[src/port_out_regs.vh]
/*
  constants for the port-output execution unit: opcode fields, cycle
  figures and pointer steps.
  assumes it is included by bare name from the design files only.
*/
`ifndef PORT_OUT_REGS_VH
`define PORT_OUT_REGS_VH

// ----------------------------------------------------------------
// opcode fields
// ----------------------------------------------------------------
`define OP_BLOCK_HI      7'h1D
`define OP_REG_IND_HI    7'h1F
`define LO_INC_REPEAT    3'h1
`define LO_DEC_ANY       3'h5
`define LO_DIRECT        3'h3
`define LO2_REPEAT       4'h0
`define LO2_SINGLE       4'h8

// ----------------------------------------------------------------
// cycle figures
// ----------------------------------------------------------------
`define CYC_BLOCK_BASE   8'h0B
`define CYC_BLOCK_ELEM   8'h0A
`define CYC_SINGLE_MEM   8'h15
`define CYC_OUT_IND      8'h0A
`define CYC_OUT_DIR      8'h0C
`define CYC_INT_EXTRA    8'h07

// ----------------------------------------------------------------
// pointer steps and reset values
// ----------------------------------------------------------------
`define STEP_BYTE        16'h0001
`define STEP_WORD        16'h0002
`define RST_WORD         16'h0000

`endif

[src/port_out_decode.v]
/*
  combinational decoder of the two-word port-output instructions.
  assumes both opcode words are stable while i_start is high.
*/
`timescale 1ns/1ps
`default_nettype none
`include "port_out_regs.vh"

module port_out_decode
(
  // opcode words
  input  wire [15:0] i_word0,
  input  wire [15:0] i_word1,
  // decoded kind
  output reg         o_is_block,    // memory-to-port, repeating
  output reg         o_is_single,   // memory-to-port, single, decrement
  output reg         o_is_reg_ind,  // register to port, indirect
  output reg         o_is_reg_dir,  // register to port, direct
  output wire        o_inc,         // increment pointer
  output wire        o_byte,        // byte size
  output wire        o_special,     // special i/o space
  output wire [3:0]  o_src,         // source field
  output wire [3:0]  o_cnt,         // count register field
  output wire [3:0]  o_port         // port register field
);

  // field taps shared by every form
  assign o_byte    = ~i_word0[8];
  assign o_special = i_word0[0];
  assign o_src     = i_word0[7:4];
  assign o_cnt     = i_word1[11:8];
  assign o_port    = (i_word0[15:9] == `OP_REG_IND_HI) ? i_word0[7:4]
                                                        : i_word1[7:4];
  assign o_inc     = (i_word0[3:1] == `LO_INC_REPEAT);

  // ----------------------------------------------------------------
  // form decode
  // ----------------------------------------------------------------
  always @*
  begin
    o_is_block   = 1'b0;
    o_is_single  = 1'b0;
    o_is_reg_ind = 1'b0;
    o_is_reg_dir = 1'b0;
    if (i_word0[15:9] == `OP_BLOCK_HI)
    begin
      // memory forms need a nonzero pointer and port register
      if (((i_word0[3:1] == `LO_INC_REPEAT) ||
           (i_word0[3:1] == `LO_DEC_ANY)) &&
          (i_word0[7:4] != 4'h0) && (i_word1[15:12] == 4'h0) &&
          (i_word1[7:4] != 4'h0))
      begin
        if (i_word1[3:0] == `LO2_REPEAT)
          o_is_block = 1'b1;
        else if ((i_word1[3:0] == `LO2_SINGLE) &&
                 (i_word0[3:1] == `LO_DEC_ANY))
          o_is_single = 1'b1;
      end
      else if (i_word0[3:1] == `LO_DIRECT)
        o_is_reg_dir = 1'b1;
    end
    else if ((i_word0[15:9] == `OP_REG_IND_HI) && (i_word0[7:4] != 4'h0))
      // indirect form is standard space only
      o_is_reg_ind = 1'b1;
  end

endmodule // port_out_decode
`default_nettype wire

[src/port_out_pointer.v]
/*
  pointer stepper: next source address after one element.
  assumes the caller registers the result.
*/
`timescale 1ns/1ps
`default_nettype none
`include "port_out_regs.vh"

module port_out_pointer
(
  // current pointer and step control
  input  wire [15:0] i_ptr,
  input  wire        i_inc,
  input  wire        i_byte,
  // stepped pointer
  output wire [15:0] o_ptr
);

  wire [15:0] step;  // element size in bytes

  assign step  = i_byte ? `STEP_BYTE : `STEP_WORD;
  // offset wraps inside its segment, segment never changes
  assign o_ptr = i_inc ? (i_ptr + step) : (i_ptr - step);

endmodule // port_out_pointer
`default_nettype wire

[src/port_out_exec.v]
/*
  execution unit for the port-output instructions of a 16-bit core.
  holds a small register file view (16 word registers plus segment
  words), fetches elements from memory and writes them to i/o ports.
  assumes memory answers a read one cycle after o_mem_rd and that the
  port write is taken in the cycle o_io_wr is high.
*/
// Chosen here: the plain strobed port and the register addresses.
// Behaviour
// - element read from pointer, written to port
// - increment variant steps pointer 1 or 2
// - decrement variants step pointer down 1 or 2
// - count decremented each element, repeat until zero
// - port address register never modified
// - 1..65536 elements, words as well as bytes
// - interrupts taken between elements, start pc saved
// - each interrupt adds seven cycles
// - block takes eleven plus ten per element
// - block end sets overflow, clears zero flag
// - single decrement sets overflow on zero count
// - pointer is word or segment plus offset
// - space bit selects special or standard i/o
// - increment-repeat opcode layout
// - decrement-repeat opcode layout
// - indirect register output, ten cycles
// - direct register output, twelve cycles
// - register outputs keep all flags
// - special space not available to indirect register output
`timescale 1ns/1ps
`default_nettype none
`include "port_out_regs.vh"

module port_out_exec
(
  // clock and reset
  input  wire        i_clk_sys,
  input  wire        i_rst_n,
  // instruction issue
  input  wire        i_start,        // one-cycle issue pulse
  input  wire [15:0] i_word0,
  input  wire [15:0] i_word1,
  input  wire [15:0] i_start_pc,     // address of the instruction
  input  wire        i_segmented,    // segmented addressing mode
  input  wire        i_irq,          // interrupt request level
  // register file load port
  input  wire        i_reg_wr,
  input  wire [3:0]  i_reg_idx,
  input  wire [15:0] i_reg_data,
  input  wire [6:0]  i_seg_data,     // segment of a pair
  // memory read answer
  input  wire [15:0] i_mem_data,
  // status
  output reg         o_busy,
  output reg         o_done,         // one-cycle end pulse
  output reg         o_irq_ack,      // interrupt taken pulse
  output reg  [15:0] o_saved_pc,
  output reg         o_flag_v,
  output reg         o_flag_z,
  output reg  [7:0]  o_cycles,       // cycles charged so far
  // memory read request
  output reg         o_mem_rd,
  output reg  [22:0] o_mem_addr,     // segment & offset
  output reg         o_mem_byte,
  // i/o write
  output reg         o_io_wr,
  output reg         o_io_special,
  output reg  [15:0] o_io_addr,
  output reg  [15:0] o_io_data,
  output reg         o_io_byte,
  // register read back
  output reg  [15:0] o_reg_rd_data
);

  // ----------------------------------------------------------------
  // states
  // ----------------------------------------------------------------
  localparam [4:0] ST_IDLE  = 5'h01;
  localparam [4:0] ST_READ  = 5'h02;
  localparam [4:0] ST_WRITE = 5'h04;
  localparam [4:0] ST_WAIT  = 5'h08;
  localparam [4:0] ST_IRQ   = 5'h10;

  // cycle budget, counted from the issue edge (o_cycles is 1 there):
  //   memory forms wait, strobe the read, let the answer cycle pass,
  //   then write the port. a block writes its first element in cycle
  //   13, every later one 10 cycles after the one before, and spends
  //   8 cycles after the last write, so n elements end at 11 + 10n.
  //   the single decrement form takes 21 cycles in all.
  //   register forms wait out 10 or 12 cycles with no memory access.
  //   an interrupt at a boundary spends 7 cycles, then goes idle
  //   without done so that the core restarts from o_saved_pc.
  // trade-off: one shared countdown keeps the unit small, at the
  // cost of a less obvious mapping from state to cycle figure; each
  // preload below is the figure minus the fixed edges around it.

  // ----------------------------------------------------------------
  // storage
  // ----------------------------------------------------------------
  reg  [15:0] regs_ff [0:15];   // word registers
  reg  [6:0]  segs_ff [0:15];   // segment word of each pair
  reg  [4:0]  state_ff;
  reg  [7:0]  wait_ff;          // cycles left in this phase
  reg         inc_ff;
  reg         byte_ff;
  reg         block_ff;
  reg  [3:0]  src_ff;
  reg  [3:0]  cnt_ff;
  // no read-data latch: the element is taken in the write cycle

  // decode outputs
  wire        is_block;
  wire        is_single;
  wire        is_reg_ind;
  wire        is_reg_dir;
  wire        dec_inc;
  wire        dec_byte;
  wire        dec_special;
  wire [3:0]  dec_src;
  wire [3:0]  dec_cnt;
  wire [3:0]  dec_port;
  wire [15:0] nxt_ptr;
  wire [15:0] nxt_cnt;
  wire [3:0]  ptr_idx;

  port_out_decode u_decode
  (
    .i_word0      (i_word0),
    .i_word1      (i_word1),
    .o_is_block   (is_block),
    .o_is_single  (is_single),
    .o_is_reg_ind (is_reg_ind),
    .o_is_reg_dir (is_reg_dir),
    .o_inc        (dec_inc),
    .o_byte       (dec_byte),
    .o_special    (dec_special),
    .o_src        (dec_src),
    .o_cnt        (dec_cnt),
    .o_port       (dec_port)
  );

  // segmented mode uses the odd word of the pair as the offset
  assign ptr_idx = i_segmented ? (src_ff | 4'h1) : src_ff;

  port_out_pointer u_pointer
  (
    .i_ptr  (regs_ff[ptr_idx]),
    .i_inc  (inc_ff),
    .i_byte (byte_ff),
    .o_ptr  (nxt_ptr)
  );

  assign nxt_cnt = regs_ff[cnt_ff] - 16'h0001;

  // ----------------------------------------------------------------
  // register file: loads from outside, updates from execution
  // ----------------------------------------------------------------
  genvar gi;
  generate
    for (gi = 0; gi < 16; gi = gi + 1)
    begin : g_regs
      always @(posedge i_clk_sys)
      begin
        if (!i_rst_n)
        begin
          regs_ff[gi] <= `RST_WORD;
          segs_ff[gi] <= 7'h00;
        end
        else if ((state_ff == ST_WRITE) && (gi == ptr_idx))
          // pointer moves; the port register is never written here
          regs_ff[gi] <= nxt_ptr;
        else if ((state_ff == ST_WRITE) && (gi == cnt_ff))
          regs_ff[gi] <= nxt_cnt;
        else if (i_reg_wr && (i_reg_idx == gi))
        begin
          regs_ff[gi] <= i_reg_data;
          segs_ff[gi] <= i_seg_data;
        end
      end
    end
  endgenerate

  // ----------------------------------------------------------------
  // sequencer
  // ----------------------------------------------------------------
  always @(posedge i_clk_sys)
  begin
    if (!i_rst_n)
    begin
      state_ff      <= ST_IDLE;
      wait_ff       <= 8'h00;
      inc_ff        <= 1'b0;
      byte_ff       <= 1'b0;
      block_ff      <= 1'b0;
      src_ff        <= 4'h0;
      cnt_ff        <= 4'h0;
      o_busy        <= 1'b0;
      o_done        <= 1'b0;
      o_irq_ack     <= 1'b0;
      o_saved_pc    <= 16'h0000;
      o_flag_v      <= 1'b0;
      o_flag_z      <= 1'b0;
      o_cycles      <= 8'h00;
      o_mem_rd      <= 1'b0;
      o_mem_addr    <= 23'h00_0000;
      o_mem_byte    <= 1'b0;
      o_io_wr       <= 1'b0;
      o_io_special  <= 1'b0;
      o_io_addr     <= 16'h0000;
      o_io_data     <= 16'h0000;
      o_io_byte     <= 1'b0;
      o_reg_rd_data <= 16'h0000;
    end
    else
    begin
      // pulses default low
      o_done        <= 1'b0;
      o_irq_ack     <= 1'b0;
      o_mem_rd      <= 1'b0;
      o_io_wr       <= 1'b0;
      o_reg_rd_data <= regs_ff[i_reg_idx];
      if (state_ff != ST_IDLE)
        o_cycles <= o_cycles + 8'h01;
      case (state_ff)
        ST_IDLE:
        begin
          if (i_start && (is_block || is_single))
          begin
            inc_ff     <= dec_inc;
            byte_ff    <= dec_byte;
            block_ff   <= is_block;
            src_ff     <= dec_src;
            cnt_ff     <= dec_cnt;
            o_io_special <= dec_special;
            o_io_addr  <= regs_ff[dec_port];
            o_saved_pc <= i_start_pc;
            o_busy     <= 1'b1;
            o_cycles   <= 8'h01;
            // fixed overhead spent before the first element
            wait_ff    <= is_block ? (`CYC_BLOCK_BASE - 8'h02)
                                   : (`CYC_SINGLE_MEM - 8'h05);
            state_ff   <= ST_WAIT;
          end
          else if (i_start && (is_reg_ind || is_reg_dir))
          begin
            // register forms: flags untouched
            o_io_special <= is_reg_dir & dec_special;
            o_io_addr  <= is_reg_dir ? i_word1 : regs_ff[dec_port];
            o_io_data  <= is_reg_dir ? regs_ff[dec_src]
                                     : regs_ff[i_word0[3:0]];
            o_io_byte  <= dec_byte;
            o_io_wr    <= 1'b1;
            o_busy     <= 1'b1;
            o_cycles   <= 8'h01;
            block_ff   <= 1'b0;
            src_ff     <= 4'h0;
            wait_ff    <= is_reg_dir ? (`CYC_OUT_DIR - 8'h02)
                                     : (`CYC_OUT_IND - 8'h02);
            state_ff   <= ST_IRQ;
          end
        end
        ST_WAIT:
        begin
          if (wait_ff == 8'h00)
          begin
            // fetch the element at the pointer
            o_mem_rd   <= 1'b1;
            o_mem_addr <= {i_segmented ? segs_ff[src_ff & 4'hE]
                                       : 7'h00, regs_ff[ptr_idx]};
            o_mem_byte <= byte_ff;
            state_ff   <= ST_READ;
          end
          else
            wait_ff <= wait_ff - 8'h01;
        end
        ST_READ:
        begin
          // memory drives its answer only in the cycle after the
          // strobe, so the element goes straight into the port write
          state_ff    <= ST_WRITE;
        end
        ST_WRITE:
        begin
          o_io_data <= i_mem_data;
          o_io_byte <= byte_ff;
          o_io_wr   <= 1'b1;
          // count 0 wraps to ffff and so moves 65536 elements
          if (block_ff && (nxt_cnt != 16'h0000))
          begin
            // interrupts are only taken at this element boundary
            if (i_irq)
            begin
              o_irq_ack <= 1'b1;
              wait_ff   <= `CYC_INT_EXTRA - 8'h01;
              state_ff  <= ST_IRQ;
            end
            else
            begin
              wait_ff  <= `CYC_BLOCK_ELEM - 8'h03;
              state_ff <= ST_WAIT;
            end
          end
          else
          begin
            // block ends with v set; single reports zero count
            o_flag_v <= block_ff ? 1'b1 : (nxt_cnt == 16'h0000);
            o_flag_z <= 1'b0;
            wait_ff  <= block_ff ? (`CYC_BLOCK_ELEM - 8'h03) : 8'h00;
            src_ff   <= 4'h0;
            state_ff <= ST_IRQ;
          end
        end
        ST_IRQ:
        begin
          // shared countdown: interrupt service penalty or tail time
          if (wait_ff == 8'h00)
          begin
            // every form ends here. an interrupted block still holds
            // its source field, so it stops without done; pointer and
            // count are already advanced, the port register untouched,
            // and the core reissues the instruction from o_saved_pc.
            // resuming inside the unit instead would hide the request
            // from the core that has to service it.
            o_busy   <= 1'b0;
            o_done   <= (src_ff == 4'h0);
            state_ff <= ST_IDLE;
          end
          else
            wait_ff <= wait_ff - 8'h01;
        end
        default:
          state_ff <= ST_IDLE;
      endcase
    end
  end

endmodule // port_out_exec
`default_nettype wire

[config.mk]
export PLATFORM = sky130hd
export DESIGN_NAME = port_out_exec
export DESIGN_NICKNAME = d
export VERILOG_FILES = /design/src/port_out_decode.v /design/src/port_out_pointer.v /design/src/port_out_exec.v
export VERILOG_INCLUDE_DIRS = /design/src
export SDC_FILE = /design/constraint.sdc
export NUM_CORES = 2
export LEC_CHECK = 0
export BUFFER_PORTS_ARGS = -buffer_cell sky130_fd_sc_hd__buf_2
export CAP_MARGIN = 30
export CORE_MARGIN = 3
export CORE_UTILIZATION = 25
export DETAILED_ROUTE_END_ITERATION = 10
export SETUP_SLACK_MARGIN = 0.4
export SYNTH_ARGS = -nofsm -noshare
export SYNTH_HDL_FRONTEND = slang
export SYNTH_SLANG_ARGS = --single-unit
[constraint.sdc]
create_clock -name i_clk_sys -period 9 [get_ports i_clk_sys]
set_clock_uncertainty 0.05 [all_clocks]
set_input_delay 0.9 -clock i_clk_sys [delete_from_list [all_inputs] [get_ports i_clk_sys]]
set_output_delay 0.9 -clock i_clk_sys [all_outputs]
set_load 0.1 [all_outputs]
==> Yosys cells after proc, flatten, opt, wreduce, memory -nomap -nowiden <==
Memories as Yosys holds them, arrays and structs flattened. A register that Yosys moved wholly into a read port is not among the register bits.
Cells that the tools add are included.
{ "totals": {"input_bits": 97, "output_inout_bits": 105, "word_cells": 573, "ramBits": 368, "ff_bits": 112, "n_memories": 2} }
{ "memory_table": {"columns": ["memory", "words", "width", "rd", "rd_clocked_by_memory_dff", "wr", "line", "text"], "rows": [
  ["regs_ff", 16, 16, 6, 2, 16, "port_out_exec.v:99", "reg [15:0] regs_ff [0:15];"],
  ["segs_ff", 16, 7, 1, 1, 16, "port_out_exec.v:100", "reg [6:0] segs_ff [0:15];"]
]} }
{ "op_classes": {"reduce_logical": 88, "addsub": 5, "bitwise": 67, "mux": 326, "eq_ne": 64} }
{ "ops": {"columns": ["cell", "count"], "rows": [
  ["2-to-1 mux 16 bit", 55],
  ["2-to-1 mux 1 bit", 221],
  ["2-to-1 mux 7 bit", 17],
  ["equality test 4 bit, first input constant", 16],
  ["2-to-1 mux 8 bit", 8],
  ["OR 1 bit", 64],
  ["logical AND 1 bit", 56],
  ["equality test 4 bit, second input constant", 9],
  ["2-to-1 mux 5 bit", 7],
  ["equality test 3 x 4 -> 1 bit, first input constant", 8],
  ["2-to-1 mux 4 bit", 8],
  ["one-hot mux 16 bit (2 select lines)", 1],
  ["one-hot mux 5 bit (5 select lines)", 1],
  ["logical NOT 4 bit", 6],
  ["one-hot mux 8 bit (3 select lines)", 1],
  ["AND reduction 3 bit", 7],
  ["adder 16 bit", 1],
  ["equality test 2 x 4 -> 1 bit, first input constant", 4],
  ["equality test 4 x 3 -> 1 bit, second input constant", 4],
  ["logical NOT 16 bit", 1],
  ["nonzero test 16 bit", 1],
  ["subtractor 16 x 1 -> 16 bit, second input constant", 1],
  ["subtractor 16 bit", 1],
  ["equality test 7 x 5 -> 1 bit, second input constant", 2],
  ["30 further kinds", 50]
]} }

==> Depth between registers and ports, before layout <==
{ "logic_depth": {"depth_word": 14, "mapped_depth": 19} }

==> Modules after synthesis <==
From an unflattened synthesis, not the netlist that was laid out.
{ "hier_totals": {"hier_cells": 2749, "hier_area_um2": 33119.3} }
{ "modules_own_cells": {"columns": ["mod", "area_each_um2", "cells_per_inst", "instances"], "rows": [
  ["port_out_exec", 32092.0, 2616, 1],
  ["port_out_pointer", 777.0, 103, 1],
  ["port_out_decode", 250.2, 30, 1]
]} }

==> Least setup slack after synthesis <==
OpenSTA, ideal clock, no wires.
{ "synth_path": {"path_kind": "input port to flip-flop", "start": "input port i_segmented", "end": "memory regs_ff[0][14], data pin", "path_stages": 19, "path_slack_ns": 2.657, "t_required_ns": 8.787, "n_path_buf": 4, "t_arrival_ns": 6.130, "cell_sequence": "or2_1 > clkbuf_1 > clkbuf_1 > buf_1 > mux4_2 > mux4_2 > ha_1 > fa_1 > a21o_1 > a21oi_1 > o21bai_1 > a21oi_1 > o21bai_1 > a41o_1 > o211ai_1 > or4b_2 > o311a_1 > clkbuf_1 > o221ai_1"} }
{ "synth_rtl": {"columns": ["element", "line", "text"], "rows": [
  ["from (decl)", "port_out_exec.v:43", "input wire i_segmented,"],
  ["to (decl)", "port_out_exec.v:99", null]
]} }

==> flow_summary.json <==
{
  "synth_largest_area_cell": "mux4_2",
  "path_buf_inv": 0,
  "status": "completed",
  "post_cts_buffers": 0,
  "drt_iter0_drc": 4974,
  "fillers": 13500,
  "crit_path_max_incr_delay_ns": 0.69,
  "grt_setup_unrepaired": "no",
  "clk_latency_ns": 0.66,
  "ys.flop_type": "edfxtp_1",
  "grt_overflow_total": 0,
  "worstMarginPinSlew_ns": 1.162,
  "fin_tns_setup_ns": 0,
  "syn_to_final_growth_pct": 16.23,
  "cp-start-kind": "register",
  "path_max_fanout": 38,
  "ys_ff_latch": 447,
  "ir_worst_vdd_uv": 142.9,
  "die_area_um2": 137400,
  "crit_path_end_kind": "register",
  "drv_slew": 0,
  "die_x_um": 370.7,
  "fin_crit_sh_pct": 65.08,
  "yosys-top-cells-area": "mux4_2 (29%), edfxtp_1 (28%), dfxtp_1 (8.1%), nand2_1 (5.3%), o221ai_1 (4.4%)",
  "syn_area_um2": 33260,
  "grt_max_degree": 69,
  "slew_headroom_pct": 22.35,
  "ys_async_sr_fraction_pct": 0,
  "crit_arrival_ns": 6.24,
  "setup_viol": 0,
  "synth_area_per_cell_um2": 11.43,
  "synth_edf_count": 312,
  "first_pass_iters": 8,
  "ioPinCount": 202,
  "yosysSeqAreaShare_pct": 36.30,
  "finalWeightedCongestion": 1.004,
  "drtAntennaViolNets": 0,
  "synth_top_area_share_pct": 28.78,
  "finalNetCount": 3086,
  "critical_path_class": "register to register",
  "cts.clk_slew.worst_paths_ns": 0.06,
  "rrSetupSlack_ns": 3.14,
  "wire_per_inst_um": 32.59,
  "seq_area_um2": 12080,
  "instances_no_fill": 4769,
  "cts_hold_buf": 0,
  "clockBufferDepth": 3,
  "antenna_found_initial": 15,
  "cts_resized": 0,
  "dp.cells": 4660,
  "clockRootBuffer": "clkbuf_16",
  "fp.coreArea_um2": 131800,
  "start_util_pct": 25.23,
  "power-per-cell-area_nw_per_um2": 151.5,
  "drc": 0,
  "multi_input_area_um2": 20150,
  "drt-total-wl_um": 155400,
  "syn_nets": 3026,
  "fin_ws_ns": 3.143,
  "critPathTopFamily": "compound AO/OA/AOI/OAI gates",
  "io_buffers": 200,
  "drv_cap": 0,
  "die_h_um": 370.7,
  "cts_tree": "done",
  "postSynthCellCount": 2909,
  "grt_util_all_layers_pct": 21.97,
  "worst_hold_slack_ns": 0.4009,
  "ys_warn_count": 0,
  "synth_cell_type_count": 77,
  "grt_pass1_vias": 28670,
  "via_per_inst": 6.329,
  "worst-endpoint-required_ns": 9.39,
  "layout-drive-gt1-share_pct": 30.22,
  "hold_violations": 0,
  "grt_pass1_wl_um": 218300,
  "cts_made_buffers": 49,
  "cts.sink_count": 447,
  "dp_hpwl_um": 105200,
  "leakage_nw": 12.83,
  "max_clock_freq_mhz": 170.7,
  "hold_path_class": "register to register",
  "crit_chain": "or2_4 > mux4_2 > mux4_2 > ha_1 > fa_1 > a21o_1 > a21oi_1 > o21bai_1 > a21oi_1 > o21bai_1 > a41o_1 > o211ai_1 > or4b_2 > o311a_1 > o31ai_1",
  "num_vias": 30190,
  "h-tree-depth": 2,
  "final_core_util_pct": 29.33,
  "cp_slowest_cell": "or2_4",
  "fp-row-count": 133,
  "place_ws_ns": 2.488,
  "post-route-min-period_ns": 5.857
}
-- stage by stage --
stage               total power, mW  cell area, um^2
floorplan                     3.226            33260
global placement              3.631            36210
detailed placement            3.658            36630
CTS                           5.824            38330
global route                  6.003            38640
finish                        5.858            38660
-- path summary, 6_finish.rpt --
path / start / to / depth (start not counted)
max reg2reg: src_ff[0] / regs_ff[8][14] / 15
min reg2reg: o_saved_pc[6] / o_saved_pc[6] / 2
max: src_ff[0] / regs_ff[8][14] / 15
min: o_saved_pc[6] / o_saved_pc[6] / 2
-- layout make-up --
cell class | instances | share of cell area, %
clock inverter | 29 | 1.029
sequential | 447 | 31.25
clock buffer | 61 | 3.376
timing repair buffer | 331 | 6.276
antenna | 6 | 0.03884
multi-input combinational | 2117 | 52.12
tap | 1755 | 5.681
inverter | 23 | 0.2298
-- flip-flops by register name, indices dropped and copies added (netlist names), 4 cells and up, named ones only --
register,cells
o_io_addr,16
segs_ff,56
src_ff,4
o_cycles,8
o_saved_pc,16
o_io_data,16
regs_ff,256
wait_ff,8
cnt_ff,4
o_reg_rd_data,16
o_mem_addr,23
state_ff,5
-- cells by family after synthesis --
logic type                 Yosys count  share of synthesized area [%]
AOI/OAI and AO/OA                  593                          13.65
xor gates and xnor gates            35                         0.9217
adders and majority gates           20                         0.7750
buffers and inverters              345                          4.097
DFF                                447                          36.30
muxes                              495                          30.94
other                                1                        0.01128
and+or+nand+nor                    973                          13.31
-- power breakdown --
part | switching (mW) | internal, mW
registers | 0.155 | 2.30
logic | 0.726 | 0.484
clock network | 0.947 | 1.24
total | 1.83 | 4.03
-- placed cells by master (no fill, tap or decap), drive strengths merged, types with 11 or more instances in the layout --
| cell | n |
|---|---|
| o211ai | 33 |
| and3 | 19 |
| nor2 | 184 |
| o2111ai | 12 |
| buf | 331 |
| or3 | 24 |
| a31oi | 11 |
| clkinv | 16 |
| mux2i | 57 |
| a21o | 15 |
| and2 | 91 |
| a211oi | 30 |
| nand2 | 474 |
| mux4 | 425 |
| o21ai | 41 |
| xor2 | 15 |
| nand4 | 21 |
| a21oi | 99 |
| a221o | 42 |
| a22oi | 50 |
| xnor2 | 20 |
| dfxtp | 135 |
| ha | 19 |
| o221ai | 166 |
| nor3 | 45 |
| or2 | 12 |
| clkbuf | 61 |
| edfxtp | 312 |
| inv | 25 |
| a311oi | 38 |
| a221oi | 12 |
| nor2b | 22 |
| mux2 | 13 |
| nand3 | 28 |
| nor4 | 16 |
| a22o | 14 |
-- synthesized netlist by cell type (9+ instances only) --
master	instances
a211oi_1	30
a21o_1	15
a21oi_1	99
a221o_1	42
a221oi_1	10
a22o_1	14
a22oi_1	50
a311oi_1	38
a31oi_1	11
and2_1	89
and3_1	19
buf_1	52
buf_2	20
clkbuf_1	243
dfxtp_1	135
edfxtp_1	312
ha_1	19
inv_1	22
mux2_2	13
mux2i_1	57
mux4_2	425
nand2_1	474
nand3_1	28
nand4_1	21
nor2_1	184
nor2b_1	22
nor3_1	45
nor4_1	15
o2111ai_1	12
o211ai_1	33
o21ai_0	34
o221ai_1	166
or2_2	9
or3_1	24
xnor2_1	20
xor2_1	15
-- per-layer routing --
metal | up-vias | track usage, % | part of all wire [%]
met5 | - | 0.2493 | 0.044
met4 | 12 | 13.71 | 7.7
met3 | 649 | 10.77 | 16
met2 | 2702 | 32.77 | 43
met1 | 14970 | 25.10 | 33
li1 | 11850 | - | -
-- worst reg2reg max path, delay by kind of cell (launching register included) --
family	cells	cell delay, ns
AND/OR/NAND/NOR	2	1.29
multiplexers	2	1.14
adder cells (fa/ha/maj)	2	0.74
AO/OA/AOI/OAI	9	2.06
flip-flops	1	0.37
No activity file was read; power rests on OpenSTA's default activity.
